===== src/hbdrv_pkg.sv =====
// shared constants and types for the h-bridge driver control bank
// assumes an 8-bit apb byte address with one register per aligned word
`default_nettype none
package hbdrv_pkg;
  localparam int unsigned HBDRV_ADDR_W = 8;
  localparam int unsigned HBDRV_DATA_W = 32;
  localparam int unsigned HBDRV_PIN_W  = 4;

  // register indices; the byte address is four times the index
  localparam logic [3:0] IDX_DEVICE_CONTROL   = 4'h4;
  localparam logic [3:0] IDX_BRIDGE_CONTROL   = 4'h5;
  localparam logic [3:0] IDX_HS_DRIVE_CURRENT = 4'h6;
  localparam logic [3:0] IDX_FAULT_STATUS     = 4'hf;

  // device_control fields
  localparam int unsigned DC_ENABLE_BIT  = 7;
  localparam int unsigned DC_SPREAD_SPECTRUM_DISABLE_BIT = 6;
  localparam int unsigned DC_IN1_SEL_BIT = 5;
  localparam int unsigned DC_IN2_SEL_BIT = 4;
  localparam int unsigned DC_LOCK_LSB    = 1;
  localparam int unsigned DC_CLEAR_BIT   = 0;
  // bridge_control fields
  localparam int unsigned BC_HANDSHAKE_BIT = 7;
  localparam int unsigned BC_SCHEME_LSB    = 5;
  localparam int unsigned BC_FREEWHEEL_BIT = 4;
  localparam int unsigned BC_SOFT_IN1_BIT  = 3;
  localparam int unsigned BC_SOFT_IN2_BIT  = 2;
  localparam int unsigned BC_FLOAT1_BIT    = 1;
  localparam int unsigned BC_FLOAT2_BIT    = 0;
  // high_side_drive_current fields
  localparam int unsigned HC_SOURCE_LSB = 4;
  localparam int unsigned HC_SINK_LSB   = 0;
  // fault_status fields
  localparam int unsigned FS_FAULT_BIT  = 0;
  localparam int unsigned FS_LOCKED_BIT = 1;

  localparam logic [2:0] LOCK_OPEN = 3'h3;
  localparam logic [2:0] LOCK_SHUT = 3'h6;

  localparam logic [7:0] DEVICE_CONTROL_RESET   = 8'h06;
  localparam logic [7:0] BRIDGE_CONTROL_RESET   = 8'h00;
  localparam logic [7:0] HS_DRIVE_CURRENT_RESET = 8'hff;

  typedef enum logic [1:0] {
    SCHEME_INDEPENDENT,
    SCHEME_PHASE_ENABLE,
    SCHEME_PWM,
    SCHEME_SPLIT
  } hbdrv_scheme_t;

  function automatic logic [HBDRV_ADDR_W-1:0] reg_addr(input logic [3:0] idx);
    reg_addr = {2'b00, idx, 2'b00};
  endfunction
endpackage
`default_nettype wire


===== src/hbdrv_cfg_if.sv =====
// configuration and synchronised pin levels from the register bank to the drive stage
// assumes both ends run on the register bank clock
`timescale 1ns/1ps
`default_nettype none
interface hbdrv_cfg_if;
  import hbdrv_pkg::*;
  logic          driver_enable;
  logic          ssc_disable;
  logic          in1_sel;
  logic          in2_sel;
  logic          handshake_disable;
  hbdrv_scheme_t scheme;
  logic          freewheel;
  logic          soft_in1;
  logic          soft_in2;
  logic          soft_float1;
  logic          soft_float2;
  logic [3:0]    source_code;
  logic [3:0]    sink_code;
  logic          pin_in1;
  logic          pin_in2;
  logic          pin_float1;
  logic          pin_float2;
  modport regs (output driver_enable, ssc_disable, in1_sel, in2_sel, handshake_disable,
                scheme, freewheel, soft_in1, soft_in2, soft_float1, soft_float2,
                source_code, sink_code, pin_in1, pin_in2, pin_float1, pin_float2);
  modport drive (input driver_enable, ssc_disable, in1_sel, in2_sel, handshake_disable,
                 scheme, freewheel, soft_in1, soft_in2, soft_float1, soft_float2,
                 source_code, sink_code, pin_in1, pin_in2, pin_float1, pin_float2);
endinterface
`default_nettype wire


===== src/hbdrv_sync.sv =====
// two-flop synchroniser bank for asynchronous pin levels
// assumes inputs are slow levels; a pulse shorter than one clock can be missed
`timescale 1ns/1ps
`default_nettype none
module hbdrv_sync #(
  parameter int unsigned WIDTH = 4
) (
  input  wire logic             pclk,
  input  wire logic             presetn,
  input  wire logic             clk_en,
  input  wire logic [WIDTH-1:0] async_in,
  output logic      [WIDTH-1:0] sync_out
);
  logic [WIDTH-1:0] meta_q;
  logic [WIDTH-1:0] sync_q;

  // meta_q feeds only sync_q
  always_ff @(posedge pclk or negedge presetn) begin
    if (!presetn) begin
      meta_q <= '0;
      sync_q <= '0;
    end else if (clk_en) begin
      meta_q <= async_in;
      sync_q <= meta_q;
    end
  end

  assign sync_out = sync_q;
endmodule
`default_nettype wire


===== src/hbdrv_drive.sv =====
// drive stage: input source routing, float gating and registered gate commands
// assumes configuration and pins arrive already in the pclk domain
`timescale 1ns/1ps
`default_nettype none
module hbdrv_drive (
  input  wire logic    pclk,
  input  wire logic    presetn,
  input  wire logic    clk_en,
  hbdrv_cfg_if.drive   cfg,
  output logic         driver_enable,
  output logic         gate_pulldown,
  output logic         spread_spectrum_enable,
  output logic         handshake_enable,
  output logic [1:0]   bridge_input_scheme,
  output logic         freewheel_side,
  output logic         gate_input1,
  output logic         gate_input2,
  output logic         float_half1,
  output logic         float_half2,
  output logic [3:0]   high_side_source_current,
  output logic [3:0]   high_side_sink_current
);
  import hbdrv_pkg::*;

  wire logic sel_in1 = cfg.in1_sel ? cfg.soft_in1 : cfg.pin_in1;
  wire logic sel_in2 = cfg.in2_sel ? cfg.soft_in2 : cfg.pin_in2;
  wire logic req1    = cfg.soft_float1 | cfg.pin_float1;
  wire logic req2    = cfg.soft_float2 | cfg.pin_float2;
  logic      float_allowed;

  // float requests only count for independent half-bridges
  always_comb begin
    unique case (cfg.scheme)
      SCHEME_INDEPENDENT:  float_allowed = 1'b1;
      SCHEME_PHASE_ENABLE: float_allowed = 1'b0;
      SCHEME_PWM:          float_allowed = 1'b0;
      SCHEME_SPLIT:        float_allowed = 1'b0;
    endcase
  end

  always_ff @(posedge pclk or negedge presetn) begin
    if (!presetn) begin
      driver_enable            <= DEVICE_CONTROL_RESET[DC_ENABLE_BIT];
      gate_pulldown            <= ~DEVICE_CONTROL_RESET[DC_ENABLE_BIT];
      spread_spectrum_enable   <= ~DEVICE_CONTROL_RESET[DC_SPREAD_SPECTRUM_DISABLE_BIT];
      handshake_enable         <= ~BRIDGE_CONTROL_RESET[BC_HANDSHAKE_BIT];
      bridge_input_scheme      <= BRIDGE_CONTROL_RESET[BC_SCHEME_LSB +: 2];
      freewheel_side           <= BRIDGE_CONTROL_RESET[BC_FREEWHEEL_BIT];
      gate_input1              <= 1'b0;
      gate_input2              <= 1'b0;
      float_half1              <= 1'b0;
      float_half2              <= 1'b0;
      high_side_source_current <= HS_DRIVE_CURRENT_RESET[HC_SOURCE_LSB +: 4];
      high_side_sink_current   <= HS_DRIVE_CURRENT_RESET[HC_SINK_LSB +: 4];
    end else if (clk_en) begin
      driver_enable            <= cfg.driver_enable;
      gate_pulldown            <= ~cfg.driver_enable | (float_allowed & (req1 | req2));
      spread_spectrum_enable   <= ~cfg.ssc_disable;
      handshake_enable         <= ~cfg.handshake_disable;
      bridge_input_scheme      <= cfg.scheme;
      freewheel_side           <= cfg.freewheel;
      gate_input1              <= cfg.driver_enable & sel_in1 & ~(float_allowed & req1);
      gate_input2              <= cfg.driver_enable & sel_in2 & ~(float_allowed & req2);
      float_half1              <= float_allowed & req1;
      float_half2              <= float_allowed & req2;
      high_side_source_current <= cfg.source_code;
      high_side_sink_current   <= cfg.sink_code;
    end
  end
endmodule
`default_nettype wire


===== src/hbdrv_ctrl_regs.sv =====
// apb register bank for the h-bridge gate driver control registers
// assumes an apb master on pclk; pins arrive asynchronously, fault_event on pclk
//
// Functional notes
// - enable bit 7 low ignores inputs, holds pulldowns; high lets inputs drive gates
// - spread-spectrum disable bit low keeps spreading on, high turns it off
// - bit 5 picks input 1 from its pin at 0, software bit at 1
// - bit 4 picks input 2 from its pin at 0, software bit at 1
// - lock field code 011b unlocks all control registers; it resets to that code
// - lock code 110b locks; later writes dropped except to the lock field
// - other lock codes written to bits 3-1 leave lock state unchanged
// - fault-clear bit written 1 clears latched faults, then returns to 0 itself
// - handshake disable 0 uses gate-voltage handshake, 1 uses drive and dead times only
// - bridge mode 00 independent, 01 phase/enable, 10 pwm, 11 split solenoid control
// - freewheel bit 0 picks low-side freewheeling, 1 picks high-side
// - software input-1 bit 3 drives input 1 when software source is selected
// - software input-2 bit 2 drives input 2 when software source is selected
// - independent mode: software bit 1 or pin floats half-bridge 1
// - independent mode: software bit 0 or pin floats half-bridge 2
// - drive current bits 7-4 hold high-side source code, reset 1111b
// - drive current bits 3-0 hold high-side sink code, reset 1111b
// - device control sits at index 4h and resets to 6h
`timescale 1ns/1ps
`default_nettype none
module hbdrv_ctrl_regs (
  input  wire logic                              pclk,
  input  wire logic                              presetn,
  input  wire logic                              clk_en,
  input  wire logic [hbdrv_pkg::HBDRV_ADDR_W-1:0] paddr,
  input  wire logic                              psel,
  input  wire logic                              penable,
  input  wire logic                              pwrite,
  input  wire logic [hbdrv_pkg::HBDRV_DATA_W-1:0] pwdata,
  input  wire logic [3:0]                        pstrb,
  output logic      [hbdrv_pkg::HBDRV_DATA_W-1:0] prdata,
  output logic                                   pready,
  output logic                                   pslverr,
  input  wire logic                              input1_pin,
  input  wire logic                              input2_pin,
  input  wire logic                              float_pin_half1,
  input  wire logic                              float_pin_half2,
  input  wire logic                              fault_event,
  output logic                                   driver_enable,
  output logic                                   gate_pulldown,
  output logic                                   spread_spectrum_enable,
  output logic                                   handshake_enable,
  output logic      [1:0]                        bridge_input_scheme,
  output logic                                   freewheel_side,
  output logic                                   gate_input1,
  output logic                                   gate_input2,
  output logic                                   float_half1,
  output logic                                   float_half2,
  output logic      [3:0]                        high_side_source_current,
  output logic      [3:0]                        high_side_sink_current,
  output logic                                   fault_clear_pulse,
  output logic                                   registers_locked,
  output logic                                   fault_latched
);
  import hbdrv_pkg::*;

  // device_control state
  logic       drv_en_q;
  logic       spread_spectrum_disable_q;
  logic       in1_sel_q;
  logic       in2_sel_q;
  logic [2:0] lock_q;
  logic       locked_q;
  logic       clear_q;
  // bridge_control state
  logic          hs_dis_q;
  hbdrv_scheme_t scheme_q;
  logic          freewheel_q;
  logic          soft_in1_q;
  logic          soft_in2_q;
  logic          soft_float1_q;
  logic          soft_float2_q;
  // high_side_drive_current state
  logic [3:0] source_q;
  logic [3:0] sink_q;
  // fault latch
  logic       fault_q;
  // bus answer
  logic                    pready_q;
  logic                    pslverr_q;
  logic [HBDRV_DATA_W-1:0] prdata_q;

  logic [HBDRV_PIN_W-1:0] pins_sync;
  hbdrv_cfg_if            cfg ();

  // address decode
  wire logic hit_dc = paddr == reg_addr(IDX_DEVICE_CONTROL);
  wire logic hit_bc = paddr == reg_addr(IDX_BRIDGE_CONTROL);
  wire logic hit_hc = paddr == reg_addr(IDX_HS_DRIVE_CURRENT);
  wire logic hit_fs = paddr == reg_addr(IDX_FAULT_STATUS);
  wire logic mapped = hit_dc | hit_bc | hit_hc | hit_fs;

  // apb phases; one wait state, pready high for one cycle
  wire logic access       = psel & penable;
  wire logic first_access = access & ~pready_q;
  wire logic done         = access & pready_q;
  wire logic wr_done      = done & pwrite & pstrb[0];

  // write strobes; fault_status is read-only
  wire logic wr_dc = wr_done & hit_dc;
  wire logic wr_bc = wr_done & hit_bc & ~locked_q;
  wire logic wr_hc = wr_done & hit_hc & ~locked_q;
  wire logic wr_dc_body = wr_dc & ~locked_q;

  // lock field handling
  wire logic [2:0] lock_code  = pwdata[DC_LOCK_LSB +: 3];
  wire logic       lock_open  = lock_code == LOCK_OPEN;
  wire logic       lock_shut  = lock_code == LOCK_SHUT;
  wire logic       lock_valid = lock_open | lock_shut;
  wire logic       lock_load  = wr_dc & lock_valid;

  // read data
  wire logic [7:0] rd_dc = {drv_en_q, spread_spectrum_disable_q, in1_sel_q, in2_sel_q, lock_q, clear_q};
  wire logic [7:0] rd_bc = {hs_dis_q, scheme_q, freewheel_q, soft_in1_q, soft_in2_q,
                            soft_float1_q, soft_float2_q};
  wire logic [7:0] rd_hc = {source_q, sink_q};
  wire logic [7:0] rd_fs = {6'h00, locked_q, fault_q};
  wire logic [7:0] rd_byte = hit_dc ? rd_dc :
                             hit_bc ? rd_bc :
                             hit_hc ? rd_hc :
                             hit_fs ? rd_fs : 8'h00;

  // apb answer
  always_ff @(posedge pclk or negedge presetn) begin
    if (!presetn) begin
      pready_q  <= 1'b0;
      pslverr_q <= 1'b0;
      prdata_q  <= 32'h0000_0000;
    end else if (clk_en) begin
      pready_q  <= first_access;
      pslverr_q <= first_access & ~mapped;
      prdata_q  <= (first_access & ~pwrite) ? {24'h00_0000, rd_byte} : 32'h0000_0000;
    end
  end

  // enable, spread spectrum and input source select
  always_ff @(posedge pclk or negedge presetn) begin
    if (!presetn) begin
      drv_en_q  <= DEVICE_CONTROL_RESET[DC_ENABLE_BIT];
      spread_spectrum_disable_q <= DEVICE_CONTROL_RESET[DC_SPREAD_SPECTRUM_DISABLE_BIT];
      in1_sel_q <= DEVICE_CONTROL_RESET[DC_IN1_SEL_BIT];
      in2_sel_q <= DEVICE_CONTROL_RESET[DC_IN2_SEL_BIT];
    end else if (clk_en && wr_dc_body) begin
      drv_en_q  <= pwdata[DC_ENABLE_BIT];
      spread_spectrum_disable_q <= pwdata[DC_SPREAD_SPECTRUM_DISABLE_BIT];
      in1_sel_q <= pwdata[DC_IN1_SEL_BIT];
      in2_sel_q <= pwdata[DC_IN2_SEL_BIT];
    end
  end

  // lock field stays writable while locked so software can reopen
  always_ff @(posedge pclk or negedge presetn) begin
    if (!presetn) begin
      lock_q   <= DEVICE_CONTROL_RESET[DC_LOCK_LSB +: 3];
      locked_q <= 1'b0;
    end else if (clk_en && lock_load) begin
      lock_q   <= lock_code;
      locked_q <= lock_shut;
    end
  end

  // fault clear reads back 1 for one cycle, then drops by itself
  always_ff @(posedge pclk or negedge presetn) begin
    if (!presetn) begin
      clear_q <= DEVICE_CONTROL_RESET[DC_CLEAR_BIT];
    end else if (clk_en) begin
      clear_q <= wr_dc_body & pwdata[DC_CLEAR_BIT];
    end
  end

  // a new fault in the clearing cycle wins over the clear
  always_ff @(posedge pclk or negedge presetn) begin
    if (!presetn) begin
      fault_q <= 1'b0;
    end else if (clk_en) begin
      fault_q <= fault_event | (fault_q & ~clear_q);
    end
  end

  // bridge control fields
  always_ff @(posedge pclk or negedge presetn) begin
    if (!presetn) begin
      hs_dis_q      <= BRIDGE_CONTROL_RESET[BC_HANDSHAKE_BIT];
      scheme_q      <= hbdrv_scheme_t'(BRIDGE_CONTROL_RESET[BC_SCHEME_LSB +: 2]);
      freewheel_q   <= BRIDGE_CONTROL_RESET[BC_FREEWHEEL_BIT];
      soft_in1_q    <= BRIDGE_CONTROL_RESET[BC_SOFT_IN1_BIT];
      soft_in2_q    <= BRIDGE_CONTROL_RESET[BC_SOFT_IN2_BIT];
      soft_float1_q <= BRIDGE_CONTROL_RESET[BC_FLOAT1_BIT];
      soft_float2_q <= BRIDGE_CONTROL_RESET[BC_FLOAT2_BIT];
    end else if (clk_en && wr_bc) begin
      hs_dis_q      <= pwdata[BC_HANDSHAKE_BIT];
      scheme_q      <= hbdrv_scheme_t'(pwdata[BC_SCHEME_LSB +: 2]);
      freewheel_q   <= pwdata[BC_FREEWHEEL_BIT];
      soft_in1_q    <= pwdata[BC_SOFT_IN1_BIT];
      soft_in2_q    <= pwdata[BC_SOFT_IN2_BIT];
      soft_float1_q <= pwdata[BC_FLOAT1_BIT];
      soft_float2_q <= pwdata[BC_FLOAT2_BIT];
    end
  end

  // high-side gate current codes
  always_ff @(posedge pclk or negedge presetn) begin
    if (!presetn) begin
      source_q <= HS_DRIVE_CURRENT_RESET[HC_SOURCE_LSB +: 4];
      sink_q   <= HS_DRIVE_CURRENT_RESET[HC_SINK_LSB +: 4];
    end else if (clk_en && wr_hc) begin
      source_q <= pwdata[HC_SOURCE_LSB +: 4];
      sink_q   <= pwdata[HC_SINK_LSB +: 4];
    end
  end

  // pins cross into pclk before any routing looks at them
  hbdrv_sync #(
    .WIDTH (HBDRV_PIN_W)
  ) u_sync (
    .pclk     (pclk),
    .presetn  (presetn),
    .clk_en   (clk_en),
    .async_in ({float_pin_half2, float_pin_half1, input2_pin, input1_pin}),
    .sync_out (pins_sync)
  );

  assign cfg.driver_enable     = drv_en_q;
  assign cfg.ssc_disable       = spread_spectrum_disable_q;
  assign cfg.in1_sel           = in1_sel_q;
  assign cfg.in2_sel           = in2_sel_q;
  assign cfg.handshake_disable = hs_dis_q;
  assign cfg.scheme            = scheme_q;
  assign cfg.freewheel         = freewheel_q;
  assign cfg.soft_in1          = soft_in1_q;
  assign cfg.soft_in2          = soft_in2_q;
  assign cfg.soft_float1       = soft_float1_q;
  assign cfg.soft_float2       = soft_float2_q;
  assign cfg.source_code       = source_q;
  assign cfg.sink_code         = sink_q;
  assign cfg.pin_in1           = pins_sync[0];
  assign cfg.pin_in2           = pins_sync[1];
  assign cfg.pin_float1        = pins_sync[2];
  assign cfg.pin_float2        = pins_sync[3];

  // drive stage registers every gate-facing output
  hbdrv_drive u_drive (
    .pclk                     (pclk),
    .presetn                  (presetn),
    .clk_en                   (clk_en),
    .cfg                      (cfg.drive),
    .driver_enable            (driver_enable),
    .gate_pulldown            (gate_pulldown),
    .spread_spectrum_enable   (spread_spectrum_enable),
    .handshake_enable         (handshake_enable),
    .bridge_input_scheme      (bridge_input_scheme),
    .freewheel_side           (freewheel_side),
    .gate_input1              (gate_input1),
    .gate_input2              (gate_input2),
    .float_half1              (float_half1),
    .float_half2              (float_half2),
    .high_side_source_current (high_side_source_current),
    .high_side_sink_current   (high_side_sink_current)
  );

  assign prdata            = prdata_q;
  assign pready            = pready_q;
  assign pslverr           = pslverr_q;
  assign fault_clear_pulse = clear_q;
  assign registers_locked  = locked_q;
  assign fault_latched     = fault_q;
endmodule
`default_nettype wire


===== config.mk =====
export PLATFORM = sky130hd
export DESIGN_NAME = hbdrv_ctrl_regs
export DESIGN_NICKNAME = d
export VERILOG_FILES = /design/src/hbdrv_pkg.sv /design/src/hbdrv_cfg_if.sv /design/src/hbdrv_sync.sv /design/src/hbdrv_drive.sv /design/src/hbdrv_ctrl_regs.sv
export SDC_FILE = /design/constraint.sdc
export NUM_CORES = 1
export LEC_CHECK = 0
export BUFFER_PORTS_ARGS = -buffer_cell sky130_fd_sc_hd__clkbuf_2
export CAP_MARGIN = 20
export CELL_PAD_IN_SITES_DETAIL_PLACEMENT = 0
export CELL_PAD_IN_SITES_GLOBAL_PLACEMENT = 1
export CORE_UTILIZATION = 39
export CTS_BUF_LIST = sky130_fd_sc_hd__clkbuf_4
export DETAILED_ROUTE_END_ITERATION = 16
export HOLD_SLACK_MARGIN = 0.03
export PLACE_DENSITY = 0.92
export SETUP_SLACK_MARGIN = 0.4
export SYNTH_ARGS = -nofsm -noshare
export SYNTH_HDL_FRONTEND = slang
export SYNTH_SLANG_ARGS = --single-unit

===== constraint.sdc =====
create_clock -name pclk -period 2.57 [get_ports pclk]
set_clock_uncertainty 0.05 [all_clocks]
set_input_delay 0.257 -clock pclk [delete_from_list [all_inputs] [get_ports pclk]]
set_output_delay 0.257 -clock pclk [all_outputs]
set_load 0.03 [all_outputs]

==> parameters.txt, run 1 <==
Parameter                              Value

Synthesis
  Dominant cell type by area after synthesis ... dfrtp_1
  Count of flip-flops with a built-in enable after synthesis ... 0
  Number of distinct standard cells referenced by the synthesized netlist ... 39
  Post-Synthesis Mean Instance Area ... approximately 12 µm²
  Top FF cell, synth ... dfrtp_1
  Number of warnings printed during yosys synthesis ... 0
  Sequential area share after synthesis ... between 50% and 60%
  Leading post-synthesis cells by instance count ... 42 x dfrtp_1, 39 x mux2_2, 29 x inv_1
  Dominant cells by area after synthesis ... dfrtp_1 36%, dfstp_2 19%, mux2_2 15%
  Number of synthesized register bits ... 63
  Gate Count Post-Synth ... 252
  Most common cell in the netlist ... dfrtp_1
  Synth Cell Area ... 2950 µm²
  Proportion of synthesized flip-flops having asynchronous set or reset ... between 90% and 100%
  Area share of the largest cell type after synthesis ... 35.6%

Timing
  Shortest period the worst path allows ... about 2100 ps
  Final hold viol count ... 0
  Final-report setup violation count ... 0
  Unrepaired setup endpoints after global routing ... false
  Highest clock frequency the design can meet ... 485 MHz
  Slew at the pin closest to its max-slew limit ... a little under 800 ps
  Setup TNS ... 0 ps
  Final count of pins violating max slew ... 0
  Headroom to the max-slew limit ... roughly half
  Final clock period utilization by the worst path ... 80.2%

Drt
  Vias ... ~2.1k
  Final WL ... 6.21 mm
  Remaining antenna violation count ... 0
  Wire length per cell ... 14.4 µm
  Drt pass-1 iters ... 4
  Residual DRC count ... 0
  Starting DRC count in detailed routing ... 139
  Detailed-route vias per instance ... about 4.9

Worst setup path
  Cell count of the worst reg-to-reg path ... 6
  Critical path type ... reg -> reg
  Critical path launch point ... registers_locked
  Reg-to-reg slack, setup ... 510 ps
  Crit path largest cell delay ... approximately 510 ps
  Endpoint of the worst setup timing path ... cfg.freewheel
  Endpoint kind of the worst setup timing path ... flop
  Worst path slowest cell ... or4bb_1
  Worst EP arrival ... 2290 ps
  Number of buffers and inverters on the critical path ... 2
  Crit Reg-Reg Startpoint ... registers_locked
  Worst flop-to-flop path endpoint ... cfg.freewheel
  Count of cell instances traversed by the critical path ... 6
  Sequence of cells on the critical path ... or4bb_1 > nor4_2 > buf_4 > nand3_2 > buf_6 > mux2_2
  Startpoint Class ... flop
  CP delay by family, top ... simple AND/OR/NAND/NOR gates
  Worst-path maximum fanout ... 6
  Endpoint required time on the critical path ... 2800 ps

Global routing
  Met3 usage in global routing ... 3.51%
  Maximum number of pins on one net before global-route repair ... 64
  Vias in the first global route ... 2,102
  Met1 global-route usage ... between 20% and 30%
  GR Util All Layers ... 17.5%
  M2 GR Usage ... 25.4%
  First-pass GRT wire length ... 10.2 mm
  Number of antenna violations at the first check in global routing ... 0
  GRT overflow ... 0
  Busiest grt layer ... met2

Placed design
  GP Congestion ... around 0.76
  Placed cell area ... 3300 µm²
  Port bufs ... a little under 60
  Half-perimeter wire length after detailed placement ... 4.35 mm

Clocking
  # clock sinks ... 63
  Library cell used as clock root buffer ... clkbuf_4
  Number of clock buffers inserted by TritonCTS ... 9
  Clk pin slew, worst setup/hold paths ... 100 ps
  Later-pin clock latency in the skew report ... 390 ps
  CTS tree ... built
  Number of H-tree levels ... 3
  Number of setup buffers added after CTS ... 0
  Maximum buffer depth of the clock tree ... 2

Die
  Die Width ... between 80 and 90 µm
  Area of the core ... 7290 µm²
  Total Die Area ... a little under 8000 µm²
  IO Pins ... 111
  Die Y ... just under 90 µm
  Std-Cell Rows ... 31
  Initial Util ... 40.5%

Finish
  Relative area change from synthesis to final layout ... 18.7%
  Multi-input combinational cell area ... around 1100 µm²
  Count of inserted antenna diode cells ... 0
  Sequential cell area ... about 1600 µm²
  Share of layout cells above drive strength 1 ... between 40% and 50%
  Final design area excluding fillers ... 3500 µm²
  Post-layout nets ... 381
  Filler instances ... 680

Power
  Pwr per Cell Area ... between 500 and 600 nW/µm²
  Internal power of the cells ... 1.40 mW
  Portion of total power attributed to sequential cells ... 54.3%
  Leakage power total ... roughly 1.7 nW
  Net Sw Power ... between 0.5 and 0.6 mW
  Sw Share ... about a quarter
  Clk network pwr share ... 34.4%
  Worst VDD drop ... 0.188 mV
  Tot Pwr ... between 1.5 and 2 mW
  Combinational group share of total power ... 11.3%

Flow run
  Max-capacitance violation count ... 0

Outcome
  Status ... finished clean

Worst hold path
  Hold Path Class ... in -> reg
==> kinds of logic after synthesis <==
group                  count (synthesis)  share of synthesized area [%]
multiplexers                          45                           16.9
AND/OR/NAND/NOR                       38                           7.51
other                                  1                          0.127
flip-flops                            63                           54.3
buffers and inverters                 63                           11.1
AO/OA/AOI/OAI                         41                           9.71
XOR/XNOR                               1                          0.297
==> power by group through the flow <==
stage          logic (mW)  clock network (mW)  registers [mW]
2_1_floorplan       0.142                   0            1.07
3_3_place_gp        0.206                   0            1.05
6_report            0.214               0.655            1.03
3_5_place_dp        0.208                   0            1.05
5_1_grt             0.238               0.722            1.04
4_1_cts             0.216               0.674            1.03
==> state kept, by name (all words and copies together), names as in the netlist, 3 cells and up <==
name / cells
cfg.sink_code: 4
cfg.source_code: 4
lock_q: 3
prdata: 8
u_drive.high_side_sink_current: 4
u_drive.high_side_source_current: 4
u_sync.meta_q: 4
u_sync.sync_out: 4
==> routing by layer <==
layer  up-vias  routed length [µm]  share of wire [%]
met2        72                2790                 45
met1      1006                2910                 47
met3        20                 324                5.2
met4         0                 185                3.0
li1        989                   -                  -
met5         -                   0                  0
==> cell type report <==
| cell class | count | area share (%) |
|---|---|---|
| sequential | 63 | 45.8 |
| multi-input combinational | 149 | 31.7 |
| timing repair buffer | 73 | 12.0 |
| tap | 99 | 3.54 |
| inverter | 30 | 3.22 |
| clock buffer | 11 | 2.36 |
| clock inverter | 5 | 1.39 |
==> per-stage QoR <==
| step | cells | hold slack [ps] | worst slack, ps | util (%) |
|---|---|---|---|---|
| global route | 430 | 62.3 | 441 | 48.0 |
| detailed placement | 408 | 400 | 277 | 45.3 |
| CTS | 430 | 50.0 | 431 | 47.9 |
| finish | 430 | 74.4 | 510 | 48.0 |
| floorplan | 275 | -88.6 | 504 | - |
| global placement | 408 | 381 | 279 | 45.3 |
==> cells in the final DEF, fill, tap and decap left out, types with 7 or more instances in the layout <==
| cell | Yosys | layout |
|---|---|---|
| dfstp_2 | 21 | 21 |
| conb_1 | 1 | 24 |
| clkbuf_4 | 0 | 11 |
| dfrtp_1 | 42 | 41 |
| a21oi_1 | 9 | 9 |
| inv_1 | 29 | 29 |
| buf_4 | 24 | 7 |
| o21ai_0 | 8 | 8 |
| nor2_1 | 11 | 11 |
| o32ai_1 | 7 | 7 |
| clkbuf_2 | 0 | 59 |
| mux2_2 | 39 | 39 |
==> worst reg2reg max path, stage by stage (launching register included) <==
cell     delay (ps)
dfrtp_2         450
or4bb_1         510
nor4_2          200
buf_4           190
nand3_2         120
buf_6           180
mux2_2          270
==> how the worst min path moves through the flow <==
stage / end / from / cells past startpoint
3_5_place_dp: u_drive.handshake_enable / cfg.handshake_disable / 1
4_1_cts: cfg.driver_enable / pwdata[7] / 2
3_3_place_gp: u_drive.handshake_enable / cfg.handshake_disable / 1
2_1_floorplan: cfg.driver_enable / presetn / 0
5_1_grt: cfg.source_code[1] / pwdata[5] / 2
6_report: cfg.driver_enable / pwdata[7] / 2
==> what timing repair did <==
item	4_1_cts	5_1_grt
hold buffers	6	0
endpoints found under the hold margin	47	0
setup endpoints to repair	0	6
gates resized for setup	0	3
Note: power is estimated with default switching activity, not from simulation.
==> run 2, diff against run 1 <==
- clock period: 2.57 -> 1.9 ns (I/O delays scaled with it)
==> run 2 against run 1 <==
  * The flow now finishes with violations (negative setup slack)
  * Combinational power increased by 56%
  * Fmax up 7.9%
  * Sequential power increased by 36%
  * Sequential share of layout area down 4.2 points
  * Via count grew 3.9%
  * Final area rose by 10%
  * Flip-flop and latch count stayed put
  * Largest power group unchanged
==> parameters.txt, run 2 (synthesized netlist as in run 1, its figures left out) <==
Parameter                              Value

Outcome
  Status ... finished with violations
  Violated checks ... negative setup slack

Power
  Combinational group share of total power ... between 10% and 20%
  Sw Share ... 26.0%
  Leakage power total ... between 1.5 and 2 nW
  Clk network pwr share ... between 30% and 40%
  Worst VDD drop ... between 0.3 and 0.4 mV
  Internal power of the cells ... 2.02 mW
  Portion of total power attributed to sequential cells ... 51.2%
  Pwr per Cell Area ... 707 nW/µm²
  Net Sw Power ... 0.709 mW
  Tot Pwr ... 2.73 mW

Global routing
  Vias in the first global route ... 2,150
  GR Util All Layers ... 17.8%
  First-pass GRT wire length ... ~11 mm
  GRT overflow ... 0
  Maximum number of pins on one net before global-route repair ... 35
  Number of antenna violations at the first check in global routing ... 0

Placed design
  Half-perimeter wire length after detailed placement ... about 4.7 mm
  Cells after DPL ... 420
  GP Congestion ... 0.834
  Port bufs ... 59
  Placed cell area ... 3430 µm²
  Pre-CTS setup slack ... -289 ps

Clocking
  Maximum buffer depth of the clock tree ... 2
  # clock sinks ... 63
  Clk pin slew, worst setup/hold paths ... approximately 100 ps
  Number of H-tree levels ... 3
  CTS tree ... built
  Library cell used as clock root buffer ... clkbuf_4
  Later-pin clock latency in the skew report ... 390 ps
  Number of clock buffers inserted by TritonCTS ... 9

Die
  Area of the core ... 7290 µm²
  IO Pins ... 111
  Die Y ... 89.0 µm
  Die Width ... 89.0 µm
  Initial Util ... between 40% and 50%
  Total Die Area ... 7920 µm²
  Std-Cell Rows ... 31

Worst setup path
  Reg-to-reg slack, setup ... -10 ps
  Worst flop-to-flop path endpoint ... cfg.sink_code[1]
  Cell count of the worst reg-to-reg path ... 6
  Crit Reg-Reg Startpoint ... registers_locked
  Startpoint Class ... flop
  Critical path launch point ... registers_locked
  Worst EP arrival ... between 2000 and 2500 ps
  Endpoint of the worst setup timing path ... cfg.sink_code[1]
  Endpoint required time on the critical path ... 2170 ps
  Endpoint kind of the worst setup timing path ... flop
  Worst-path maximum fanout ... 6
  Critical path type ... reg -> reg

Drt
  Remaining antenna violation count ... 0
  Drt pass-1 iters ... 4
  Vias ... 2,168
  Detailed-route vias per instance ... roughly 4.8
  Residual DRC count ... 0
  Final WL ... 6.40 mm
  Wire length per cell ... 14.2 µm
  Starting DRC count in detailed routing ... between 80 and 90

Worst hold path
  Hold Path Class ... in -> reg

Timing
  Shortest period the worst path allows ... 1910 ps
  Fin worst setup slack ... -9.79 ps
  Worst hold slack ... 53.9 ps
  Highest clock frequency the design can meet ... 524 MHz
  Setup TNS ... -24.6 ps
  Final clock period utilization by the worst path ... 101%
  Final-report setup violation count ... 6
  Final hold viol count ... 0
  Unrepaired setup endpoints after global routing ... true
  Final count of pins violating max slew ... 0

Finish
  Most common cell after layout, fill and taps aside ... clkbuf_2
  Fraction of the core area covered by cells at the end of the flow ... 52.9%
  Count of inserted antenna diode cells ... 0
  Number of flip-flops in the largest register ... 8
  Share of layout cells above drive strength 1 ... 50.4%
  Most frequent cells in the layout ... 58 x clkbuf_2, 41 x dfrtp_1, 37 x mux2_2
  Relative area change from synthesis to final layout ... 30.8%
  Final design area excluding fillers ... 3860 µm²
  Post-layout nets ... approximately 400
  Number of standard cells in the layout, taps in and fillers out ... 452

Flow run
  Max-capacitance violation count ... 0
run 2: power groups by stage:
stage / combinational (mW) / sequential [mW] / clock, mW
6_report: 0.333 / 1.40 / 0.998
5_1_grt: 0.367 / 1.40 / 1.08
4_1_cts: 0.329 / 1.40 / 1.03
3_5_place_dp: 0.304 / 1.42 / 0
3_3_place_gp: 0.299 / 1.42 / 0
2_1_floorplan: 0.194 / 1.44 / 0
run 2: critical path, cell delays in order, from the launching register on:
cell	delay [ps]
dfrtp_2	420
or4bb_4	520
nor4_4	130
buf_4	170
nand3b_1	110
buf_6	160
mux2_2	270
run 2: per-layer routing:
layer  wire, µm  track usage (%)  vias up
met4         94             6.49        0
li1           -                -     1041
met1       3000             23.5     1053
met2       3020             28.6       66
met5          0                0        -
met3        296             4.80        8
run 2: worst min path at each step:
stage,startpoint,endpoint,slack (ps),cells after the start
floorplan,presetn,cfg.driver_enable,-160,0
global placement,presetn,prdata[4],70,1
detailed placement,presetn,u_drive.freewheel_side,70,1
CTS,pwdata[1],lock_q[0],40,2
global route,pwdata[1],lock_q[0],50,2
finish,pwdata[1],lock_q[0],50,2
run 2: timing repair:
action / CTS / global route
setup buffers: 4 / 1
pin swaps: 3 / 2
endpoints found under the hold margin: 64 / 0
endpoints found under the setup margin: 29 / 33
resized for setup: 20 / 7
hold buffers: 11 / 0
run 2: layout make-up:
type                    count  area [µm²]
multi-input cells         149        1230
clock inverters             7        87.6
inverters                  30         113
clock buffers               9        67.6
fillers                   633        3430
well taps                  99         124
repair buffers             95         634
flip-flops and latches     63        1600
